### src/verilog/tps_pkg.sv
// Constants, types and register map of the transmit pulse template shaper
package tps_pkg;
    // Register indices; byte address is four times the index
    localparam logic [9:0] IDX_PULSE_SEL = 10'h023;
    localparam logic [9:0] IDX_AMP_SCALE = 10'h024;
    localparam logic [9:0] IDX_RAM_ACCESS = 10'h025;
    localparam logic [9:0] IDX_SAMPLE_DATA = 10'h026;
    localparam logic [9:0] IDX_IRQ_ENABLE = 10'h034;
    localparam logic [9:0] IDX_IRQ_STATUS = 10'h03B;
    localparam int ADDR_W = 12;
    localparam int IDX_LSB = 2;

    // Field positions
    localparam int RA_DONE_BIT = 7;
    localparam int RA_DIR_BIT = 6;
    localparam int RA_UI_LSB = 4;
    localparam int IRQ_OVF_BIT = 0;
    localparam logic RAM_DIR_WRITE = 1'b0;
    localparam logic RAM_DIR_READ = 1'b1;

    // Template codes
    localparam logic [3:0] TPL_E1_75 = 4'h0;
    localparam logic [3:0] TPL_E1_120 = 4'h1;
    localparam logic [3:0] TPL_T1_0_133 = 4'h2;
    localparam logic [3:0] TPL_T1_399_533 = 4'h5;
    localparam logic [3:0] TPL_T1_533_655 = 4'h6;
    localparam logic [3:0] TPL_J1_0_655 = 4'h7;
    localparam logic [3:0] TPL_DS1_0DB = 4'h8;
    localparam logic [3:0] TPL_DS1_M7P5 = 4'h9;
    localparam logic [3:0] TPL_DS1_M15 = 4'hA;
    localparam logic [3:0] TPL_DS1_M22P5 = 4'hB;
    localparam logic [3:0] TPL_RAM_MIN = 4'hC;

    // Standard amplitude scale codes
    localparam logic [5:0] SCAL_E1 = 6'h21;
    localparam logic [5:0] SCAL_T1 = 6'h36;
    localparam logic [5:0] SCAL_M7P5 = 6'h11;
    localparam logic [5:0] SCAL_M15 = 6'h20;
    localparam logic [5:0] SCAL_M22P5 = 6'h04;
    localparam logic [5:0] SCAL_RAM_REF = 6'h20;

    // Reset values and limits
    localparam logic [3:0] TPL_RST = TPL_E1_75;
    localparam logic [5:0] SCAL_RST = SCAL_E1;
    localparam logic [3:0] PHASE_LAST = 4'hF;
    localparam logic [6:0] SM_POS_MAX = 7'h3F;
    localparam logic [6:0] SM_NEG_MAX = 7'h7F;
    localparam logic [6:0] SM_NEG_ZERO = 7'h40;
    localparam logic [1:0] RESP_OKAY = 2'h0;
    localparam logic [1:0] RESP_SLVERR = 2'h2;

    typedef enum logic [1:0] {
        RAM_IDLE = 2'b01,
        RAM_EXEC = 2'b10
    } tps_ram_st_t;
endpackage

### src/verilog/tps_shaper.sv
// Transmit pulse template shaper with waveform RAM and AXI4-Lite registers
// Behaviour
// - T1 399-533 ft and J1 0-655 ft templates load scale code 110110, 2% steps.
// - The -7.5 dB build-out template loads scale code 010001, 6.25% steps.
// - The -22.5 dB build-out template loads scale code 000100, 25% steps.
// - Overlapping pulses whose scaled sum exceeds the maximum set overflow flag.
// - Overflow flag set and its enable high drive interrupt output low.
// - 0 dB template: UI1 sample 1 is 0010111, UI2 is 1000010, rest zero.
// - -15 dB template sample 1 holds 0000000,0110101,0001111,0000011 per UI.
// - -22.5 dB template sample 1 holds 0000000,0101100,0011110,0001000 per UI.
// - T1 533-655 ft: UI1 sample 2 is 0111111, UI2 sample 1 is 1000011.
// - Samples are 7-bit signed magnitude, +63 to -63, by interval and phase.
//
// Chosen here: the AXI4-Lite register port.
`timescale 1ns/1ps
module tps_shaper
    import tps_pkg::*;
(
    // Clock and reset
    input wire logic aclk,
    input wire logic aresetn,
    // AXI4-Lite write
    input wire logic [ADDR_W-1:0] s_axi_awaddr,
    input wire logic s_axi_awvalid,
    output logic s_axi_awready,
    input wire logic [31:0] s_axi_wdata,
    input wire logic [3:0] s_axi_wstrb,
    input wire logic s_axi_wvalid,
    output logic s_axi_wready,
    output logic [1:0] s_axi_bresp,
    output logic s_axi_bvalid,
    input wire logic s_axi_bready,
    // AXI4-Lite read
    input wire logic [ADDR_W-1:0] s_axi_araddr,
    input wire logic s_axi_arvalid,
    output logic s_axi_arready,
    output logic [31:0] s_axi_rdata,
    output logic [1:0] s_axi_rresp,
    output logic s_axi_rvalid,
    input wire logic s_axi_rready,
    // Line coder mark, one per unit interval, same clock
    input wire logic tx_mark,
    // Converter sample and interrupt
    output logic [6:0] dac_sample,
    output logic irq_n
);
    typedef struct packed {
        logic [3:0] template_select;
        logic [5:0] amplitude_scale;
        logic dir;
        logic [1:0] interval_index;
        logic [3:0] sample_phase_addr;
        logic [6:0] waveform_sample_data;
        logic waveform_overflow_irq_en;
        logic waveform_overflow_flag;
        tps_ram_st_t ram_st;
        logic [63:0][6:0] ram;
        logic [3:0] phase;
        logic [3:0] hist;
        logic [6:0] dac;
        logic irq_n;
        logic aw_full;
        logic [ADDR_W-1:0] awaddr;
        logic w_full;
        logic [31:0] wdata;
        logic [3:0] wstrb;
        logic awready;
        logic wready;
        logic bvalid;
        logic [1:0] bresp;
        logic arready;
        logic rvalid;
        logic [31:0] rdata;
        logic [1:0] rresp;
    } tps_state_t;

    tps_state_t s;
    tps_state_t n;

    // Standard scale code for each template
    function automatic logic [5:0] std_scale(input logic [3:0] t);
        case (t)
            TPL_E1_75, TPL_E1_120: std_scale = SCAL_E1;
            TPL_DS1_M7P5: std_scale = SCAL_M7P5;
            TPL_DS1_M15: std_scale = SCAL_M15;
            TPL_DS1_M22P5: std_scale = SCAL_M22P5;
            default: std_scale = (t >= TPL_RAM_MIN) ? SCAL_RAM_REF : SCAL_T1;
        endcase
    endfunction

    // Sparse template ROM; entries not listed read as zero
    function automatic logic [6:0] rom_sample(input logic [3:0] t,
            input logic [1:0] u, input logic [3:0] p);
        case ({t, u, p})
            {TPL_DS1_0DB, 2'h0, 4'h0}: rom_sample = 7'h17;
            {TPL_DS1_0DB, 2'h1, 4'h0}: rom_sample = 7'h42;
            {TPL_T1_0_133, 2'h0, 4'h0}: rom_sample = 7'h17;
            {TPL_T1_0_133, 2'h1, 4'h0}: rom_sample = 7'h42;
            {TPL_J1_0_655, 2'h0, 4'h0}: rom_sample = 7'h17;
            {TPL_J1_0_655, 2'h1, 4'h0}: rom_sample = 7'h42;
            {TPL_T1_399_533, 2'h0, 4'h0}: rom_sample = 7'h20;
            {TPL_T1_399_533, 2'h1, 4'h0}: rom_sample = 7'h43;
            {TPL_T1_533_655, 2'h0, 4'h0}: rom_sample = 7'h20;
            {TPL_T1_533_655, 2'h0, 4'h1}: rom_sample = 7'h3F;
            {TPL_T1_533_655, 2'h1, 4'h0}: rom_sample = 7'h43;
            {TPL_DS1_M7P5, 2'h1, 4'h0}: rom_sample = 7'h14;
            {TPL_DS1_M7P5, 2'h2, 4'h0}: rom_sample = 7'h02;
            {TPL_DS1_M15, 2'h1, 4'h0}: rom_sample = 7'h35;
            {TPL_DS1_M15, 2'h2, 4'h0}: rom_sample = 7'h0F;
            {TPL_DS1_M15, 2'h3, 4'h0}: rom_sample = 7'h03;
            {TPL_DS1_M22P5, 2'h1, 4'h0}: rom_sample = 7'h2C;
            {TPL_DS1_M22P5, 2'h2, 4'h0}: rom_sample = 7'h1E;
            {TPL_DS1_M22P5, 2'h3, 4'h0}: rom_sample = 7'h08;
            default: rom_sample = 7'h00;
        endcase
    endfunction

    // Signed magnitude to two's complement
    function automatic logic signed [8:0] sm_to_s(input logic [6:0] v);
        sm_to_s = v[6] ? -$signed({3'h0, v[5:0]}) : $signed({3'h0, v[5:0]});
    endfunction

    // Strobes derived from the registered state
    logic wr_fire;
    logic [9:0] wr_idx;
    logic ram_go;
    logic ovf_clr;
    logic [6:0] cur_ram0;
    assign wr_fire = s.aw_full && s.w_full && !s.bvalid;
    assign wr_idx = s.awaddr[ADDR_W-1:IDX_LSB];
    assign ram_go = wr_fire && wr_idx == IDX_RAM_ACCESS && s.wstrb[0]
        && s.wdata[RA_DONE_BIT] && s.ram_st == RAM_IDLE;
    assign ovf_clr = wr_fire && wr_idx == IDX_IRQ_STATUS && s.wstrb[0]
        && s.wdata[IRQ_OVF_BIT];
    assign cur_ram0 = s.ram[{2'h0, s.phase}];

    logic signed [8:0] sum;
    logic [7:0] mag;
    logic [14:0] lhs;
    logic [14:0] rhs;
    logic ovf_evt;

    always_comb begin
        sum = 9'sh000;
        for (int k = 0; k < 4; k++) begin
            if (s.hist[k]) begin
                if (s.template_select >= TPL_RAM_MIN) begin
                    sum = sum + sm_to_s(s.ram[{k[1:0], s.phase}]);
                end else begin
                    sum = sum + sm_to_s(rom_sample(s.template_select,
                        k[1:0], s.phase));
                end
            end
        end
        mag = sum[8] ? 8'(-sum) : sum[7:0];
        // Compare against the scaled limit so no divider is needed
        lhs = 15'(mag) * 15'(s.amplitude_scale);
        rhs = 15'(SM_POS_MAX) * 15'(std_scale(s.template_select));
        ovf_evt = lhs > rhs;
    end

    always_comb begin
        n = s;
        // Pulse playback, sixteen phases per unit interval
        n.phase = s.phase + 4'h1;
        if (s.phase == PHASE_LAST) begin
            n.hist = {s.hist[2:0], tx_mark};
        end
        if (sum > 9'sd63) begin
            n.dac = SM_POS_MAX;
        end else if (sum < -9'sd63) begin
            n.dac = SM_NEG_MAX;
        end else begin
            n.dac = sum[8] ? {1'b1, 6'(-sum)} : {1'b0, sum[5:0]};
        end
        // Waveform RAM access
        case (s.ram_st)
            RAM_IDLE: n.ram_st = RAM_IDLE;
            RAM_EXEC: begin
                if (s.dir == RAM_DIR_WRITE) begin
                    n.ram[{s.interval_index, s.sample_phase_addr}] =
                        s.waveform_sample_data;
                end else begin
                    n.waveform_sample_data =
                        s.ram[{s.interval_index, s.sample_phase_addr}];
                end
                n.ram_st = RAM_IDLE;
            end
            default: n.ram_st = RAM_IDLE;
        endcase
        // Write channels are held until both have arrived
        if (s_axi_awvalid && s.awready) begin
            n.aw_full = 1'b1;
            n.awaddr = s_axi_awaddr;
        end
        if (s_axi_wvalid && s.wready) begin
            n.w_full = 1'b1;
            n.wdata = s_axi_wdata;
            n.wstrb = s_axi_wstrb;
        end
        if (s.bvalid && s_axi_bready) begin
            n.bvalid = 1'b0;
        end
        if (wr_fire) begin
            n.aw_full = 1'b0;
            n.w_full = 1'b0;
            n.bvalid = 1'b1;
            n.bresp = RESP_OKAY;
            case (wr_idx)
                IDX_PULSE_SEL: if (s.wstrb[0]) begin
                    n.template_select = s.wdata[3:0];
                    n.amplitude_scale = std_scale(s.wdata[3:0]);
                end
                IDX_AMP_SCALE: if (s.wstrb[0]) begin
                    n.amplitude_scale = s.wdata[5:0];
                end
                IDX_RAM_ACCESS: if (s.wstrb[0] && s.ram_st == RAM_IDLE) begin
                    // Fields frozen while an access executes
                    n.dir = s.wdata[RA_DIR_BIT];
                    n.interval_index = s.wdata[RA_UI_LSB+:2];
                    n.sample_phase_addr = s.wdata[3:0];
                    if (ram_go) begin
                        n.ram_st = RAM_EXEC;
                    end
                end
                IDX_SAMPLE_DATA: if (s.wstrb[0] && s.ram_st == RAM_IDLE) begin
                    n.waveform_sample_data = s.wdata[6:0];
                end
                IDX_IRQ_ENABLE: if (s.wstrb[0]) begin
                    n.waveform_overflow_irq_en = s.wdata[IRQ_OVF_BIT];
                end
                IDX_IRQ_STATUS: n.bresp = RESP_OKAY;
                default: n.bresp = RESP_SLVERR;
            endcase
        end
        // Set wins over a simultaneous write-one clear
        n.waveform_overflow_flag =
            (s.waveform_overflow_flag && !ovf_clr) || ovf_evt;
        n.irq_n = !(n.waveform_overflow_flag
            && n.waveform_overflow_irq_en);
        n.awready = !n.aw_full;
        n.wready = !n.w_full;
        // Read channel, one outstanding read
        if (s.rvalid && s_axi_rready) begin
            n.rvalid = 1'b0;
        end
        if (s_axi_arvalid && s.arready) begin
            n.rvalid = 1'b1;
            n.rresp = RESP_OKAY;
            n.rdata = 32'h0000_0000;
            case (s_axi_araddr[ADDR_W-1:IDX_LSB])
                IDX_PULSE_SEL: n.rdata[3:0] = s.template_select;
                IDX_AMP_SCALE: n.rdata[5:0] = s.amplitude_scale;
                IDX_RAM_ACCESS: n.rdata[7:0] = {s.ram_st == RAM_EXEC, s.dir,
                    s.interval_index, s.sample_phase_addr};
                IDX_SAMPLE_DATA: n.rdata[6:0] = s.waveform_sample_data;
                IDX_IRQ_ENABLE: n.rdata[0] = s.waveform_overflow_irq_en;
                IDX_IRQ_STATUS: n.rdata[0] = s.waveform_overflow_flag;
                default: n.rresp = RESP_SLVERR;
            endcase
        end
        n.arready = !n.rvalid;
        if (!aresetn) begin
            n = '0;
            n.template_select = TPL_RST;
            n.amplitude_scale = SCAL_RST;
            n.ram_st = RAM_IDLE;
            n.irq_n = 1'b1;
            n.awready = 1'b1;
            n.wready = 1'b1;
            n.arready = 1'b1;
        end
    end

    always_ff @(posedge aclk) begin
        s <= n;
    end

    assign s_axi_awready = s.awready;
    assign s_axi_wready = s.wready;
    assign s_axi_bvalid = s.bvalid;
    assign s_axi_bresp = s.bresp;
    assign s_axi_arready = s.arready;
    assign s_axi_rvalid = s.rvalid;
    assign s_axi_rdata = s.rdata;
    assign s_axi_rresp = s.rresp;
    assign dac_sample = s.dac;
    assign irq_n = s.irq_n;
endmodule
### config.mk
export PLATFORM = sky130hd
export DESIGN_NAME = tps_shaper
export DESIGN_NICKNAME = d
export VERILOG_FILES = /design/src/verilog/tps_pkg.sv /design/src/verilog/tps_shaper.sv
export SDC_FILE = /design/constraint.sdc
export NUM_CORES = 2
export LEC_CHECK = 0
export BUFFER_PORTS_ARGS = -buffer_cell sky130_fd_sc_hd__buf_2
export CAP_MARGIN = 40
export CORE_MARGIN = 4
export CORE_UTILIZATION = 35
export DETAILED_ROUTE_END_ITERATION = 12
export PLACE_DENSITY = 0.48
export SLEW_MARGIN = 20
export SYNTH_ARGS = -nofsm -noshare
export SYNTH_HDL_FRONTEND = slang
export SYNTH_SLANG_ARGS = --single-unit
### constraint.sdc
create_clock -name aclk -period 17.8 [get_ports aclk]
set_input_delay 4.45 -clock aclk [delete_from_list [all_inputs] [get_ports aclk]]
set_output_delay 4.45 -clock aclk [all_outputs]
set_load 0.02 [all_outputs]
==> results.md <==
* Unique masters post-synth at 85
* Leakage Power at 11.8 nW
* Final hold violation count at 0
* Top-count cell post-synth: nand2_1
* Hold/Removal Path Class: reg -> reg
* CTS tree: yes
* Share of layout cells above drive strength 1 at 11.7%
* Synthesized area at 32200 um^2
* CTS HTree Levels at 3
* Hold depth at 2
* Number of gates resized after cts at 0
* Non-Filler Instances at 4880
* FF+latch count, synth at 528
* Syn Area/Cell at 8.47 um^2
* Placed wire-length estimate at 78.1 mm
* GR Util met2 at 39.3%
* Reg-to-Reg Start: s[104]
* Die Y at 311 um
* Crit path kind: reg -> reg
* CP endpoint kind: flop
* Setup Viol. Count Final at 0
* Cell type with the largest total area after synthesis: dfxtp_1
* Vias in the first global route at 27421
* VDD IR-drop max at 0.0695 mV
* Sequential share of the synthesized area at 32.8%
* Top reg by flops: s
* Area grow syn2layout at 10.1%
* Worst reg2reg setup slack at 4.18 ns
* Largest cells by area after synthesis: dfxtp_1 (33%), a21boi_0 (11%), mux4_2 (8.2%), nand2_1 (7.6%), nand3_1 (7.3%)
* Peak per-stage delay on the critical path at 0.76 ns
* Row Count at 111
* Fin nets at 3844
* Clock latency on the worst-skew pair at 0.63 ns
* Req. time, crit path at 18.30 ns
* Initial antenna violation count at 0
* Pwr Density at 75.3 nW/um^2
* Routed WL at 123 mm
* Total gr overflow at 0
* Worst slew margin at 30.9%
* First drt pass iteration count at 6
* YS warnings at 0
* Die extent in x at 311 um
* Min-Delay Endpoint: s[52]
* Clock buffer depth at 3
* Final Slew Violations at 0
* First-pass GRT wire length at 185 mm
* Worst Hold Launch: s[52]
* Critical path's slowest cell: buf_4
* Starting Density at 35.2%
* Arrival time at the worst endpoint at 14.12 ns
* Main synth FF type: dfxtp_1
* Fill count at 9288
* CTS root buf: clkbuf_16
* Hold_ws at 0.464 ns
* Post-synth top area share at 32.8%
* GRT met1 Usage at 33.9%
* Largest register FFs at 505
* Via count at 28863
* Number of antenna diodes at 0
* Remaining DRCs at 0
* Cells after Synth at 3804
* Boundary Pins at 117
* Reg2Reg Capture Point: s[557]
* Least-Margin Pin Slew at 1.04 ns
* GR peak layer: met2
* Via density per instance at 5.91
* Final worst slack at 4.18 ns
* Worst-path maximum fanout at 48
* Core ar. at 91500 um^2
* CTS sink cnt at 528
* GRT Util Overall at 24.6%
* Top cells by count, synth: nand2_1 (650), dfxtp_1 (528), a21boi_0 (479)
* Inserted Clock Buffers at 67
* ANT nets after route at 0
* Worst-path clk slew at 0.06 ns
* Port Buffers at 59
* Max Clock Skew at 0.0537 ns
* Largest net degree at the start of global routing at 203
* Max-cap violations at 0
* Placed Cells at 4762
* Final worst-path cycle share at 76.5%
* EDFF count, synth at 0
* Startpoint Class: flop
* Die Area at 97000 um^2
* Async set or reset register ratio after synthesis at 0%
* Setup Slack @ Placement at 4.30 ns
* R2R depth at 48
* Met3 Use GR at 4.03%
* Final min period at 13.62 ns
* Placer Congestion at 0.868
* DR WL/cell at 25.3 um
* Cts hold-fix bufs at 0
* Fmax at 73.4 MHz
* Setup Total Neg Slack at 0 ns
* RSZ-0062 raised after global routing: false
* Setup Fix Bufs, Post-CTS at 0
* Detailed Route Iter0 Violations at 2933
* Status: complete, no violations
* Top cell by count, worst path: ha_1
-- area by class of cell --
cell class,count,area [um^2],share of cell area [%]
Clock inverter,14,180,0.508
Timing Repair Buffer,137,1050,2.97
Clock buffer,98,2000,5.62
Sequential cell,528,10600,29.8
Tap cell,1186,1480,4.18
Inverter,99,372,1.05
Multi-Input combinational cell,2818,19800,55.8
-- logic make-up (layout without fill, tap and decap cells) --
kind of cell,Yosys count,count (layout),share of synthesized area [%]
other,1,26,0.0116
XOR/XNOR,58,58,1.69
AND/OR/NAND/NOR,1456,1456,21.0
multiplexers,171,171,10.0
flip-flops,528,528,32.8
buffers and inverters,483,348,6.42
adder cells (fa/ha/maj),125,125,5.62
AO/OA/AOI/OAI,982,982,22.5
-- metrics by stage --
| stage | power (mW) | instance area [um^2] | util (%) |
|---|---|---|---|
| floorplan | 1.31 | 32300 | - |
| global placement | 1.33 | 33100 | 36.1 |
| detailed placement | 1.33 | 33200 | 36.3 |
| CTS | 2.70 | 35400 | 38.7 |
| global route | 2.75 | 35500 | 38.8 |
| finish | 2.67 | 35500 | 38.8 |
-- worst max path at each step --
stage / startpoint / to / slack [ns] / depth (start not counted)
after floorplan: s[103] / s[557] / 6.39 / 53
after global placement: s[103] / s[557] / 4.11 / 48
after detailed placement: s[104] / s[557] / 4.30 / 49
after CTS: s[104] / s[557] / 4.21 / 49
after global routing: s[104] / s[557] / 3.35 / 48
final: s[104] / s[557] / 4.18 / 48
-- cell usage in the layout (no fill, tap or decap), types with 8 or more instances in the layout --
cell / instances
nand2_1: 650
dfxtp_1: 517
a21boi_0: 479
nand3_1: 470
a22oi_1: 238
mux4_2: 118
inv_1: 97
ha_1: 92
nor2_1: 69
clkbuf_16: 69
buf_4: 65
buf_2: 58
nand4_1: 57
a21oi_1: 53
and2_1: 52
o21ai_0: 52
nor2b_1: 43
mux2i_1: 40
fa_1: 33
xnor2_1: 32
conb_1: 26
a22o_1: 22
xor2_1: 22
nand2b_1: 19
a221oi_1: 19
o21a_1: 16
nor3_1: 16
clkbuf_8: 16
a31oi_1: 13
a21o_1: 13
clkbuf_1: 13
mux2_2: 10
o31a_1: 10
o211ai_1: 10
nor3b_1: 9
dfxtp_2: 9
or3_1: 8
-- routing by layer --
metal,wire length (um),vias to the layer above
met5,0,-
met4,4420,0
met3,8190,212
met2,56400,1051
met1,54500,14291
li1,-,13309
-- power by group --
group / internal [mW] / total [mW] / switching (mW)
clock: 0.795 / 1.36 / 0.568
combinational: 0.0467 / 0.113 / 0.0665
sequential: 1.19 / 1.20 / 0.00940
-- worst max-delay path: cells and delay by family, from the launching register on --
| family | cells | cell delay [ns] |
|---|---|---|
| DFF | 1 | 0.67 |
| muxes | 3 | 1.61 |
| adders and majority gates | 9 | 3.28 |
| and+or+nand+nor | 10 | 1.65 |
| AOI/OAI and AO/OA | 17 | 3.58 |
| buffers and inverters | 4 | 0.98 |
| xor gates and xnor gates | 5 | 1.64 |
Note: power is estimated with default switching activity, not from simulation.
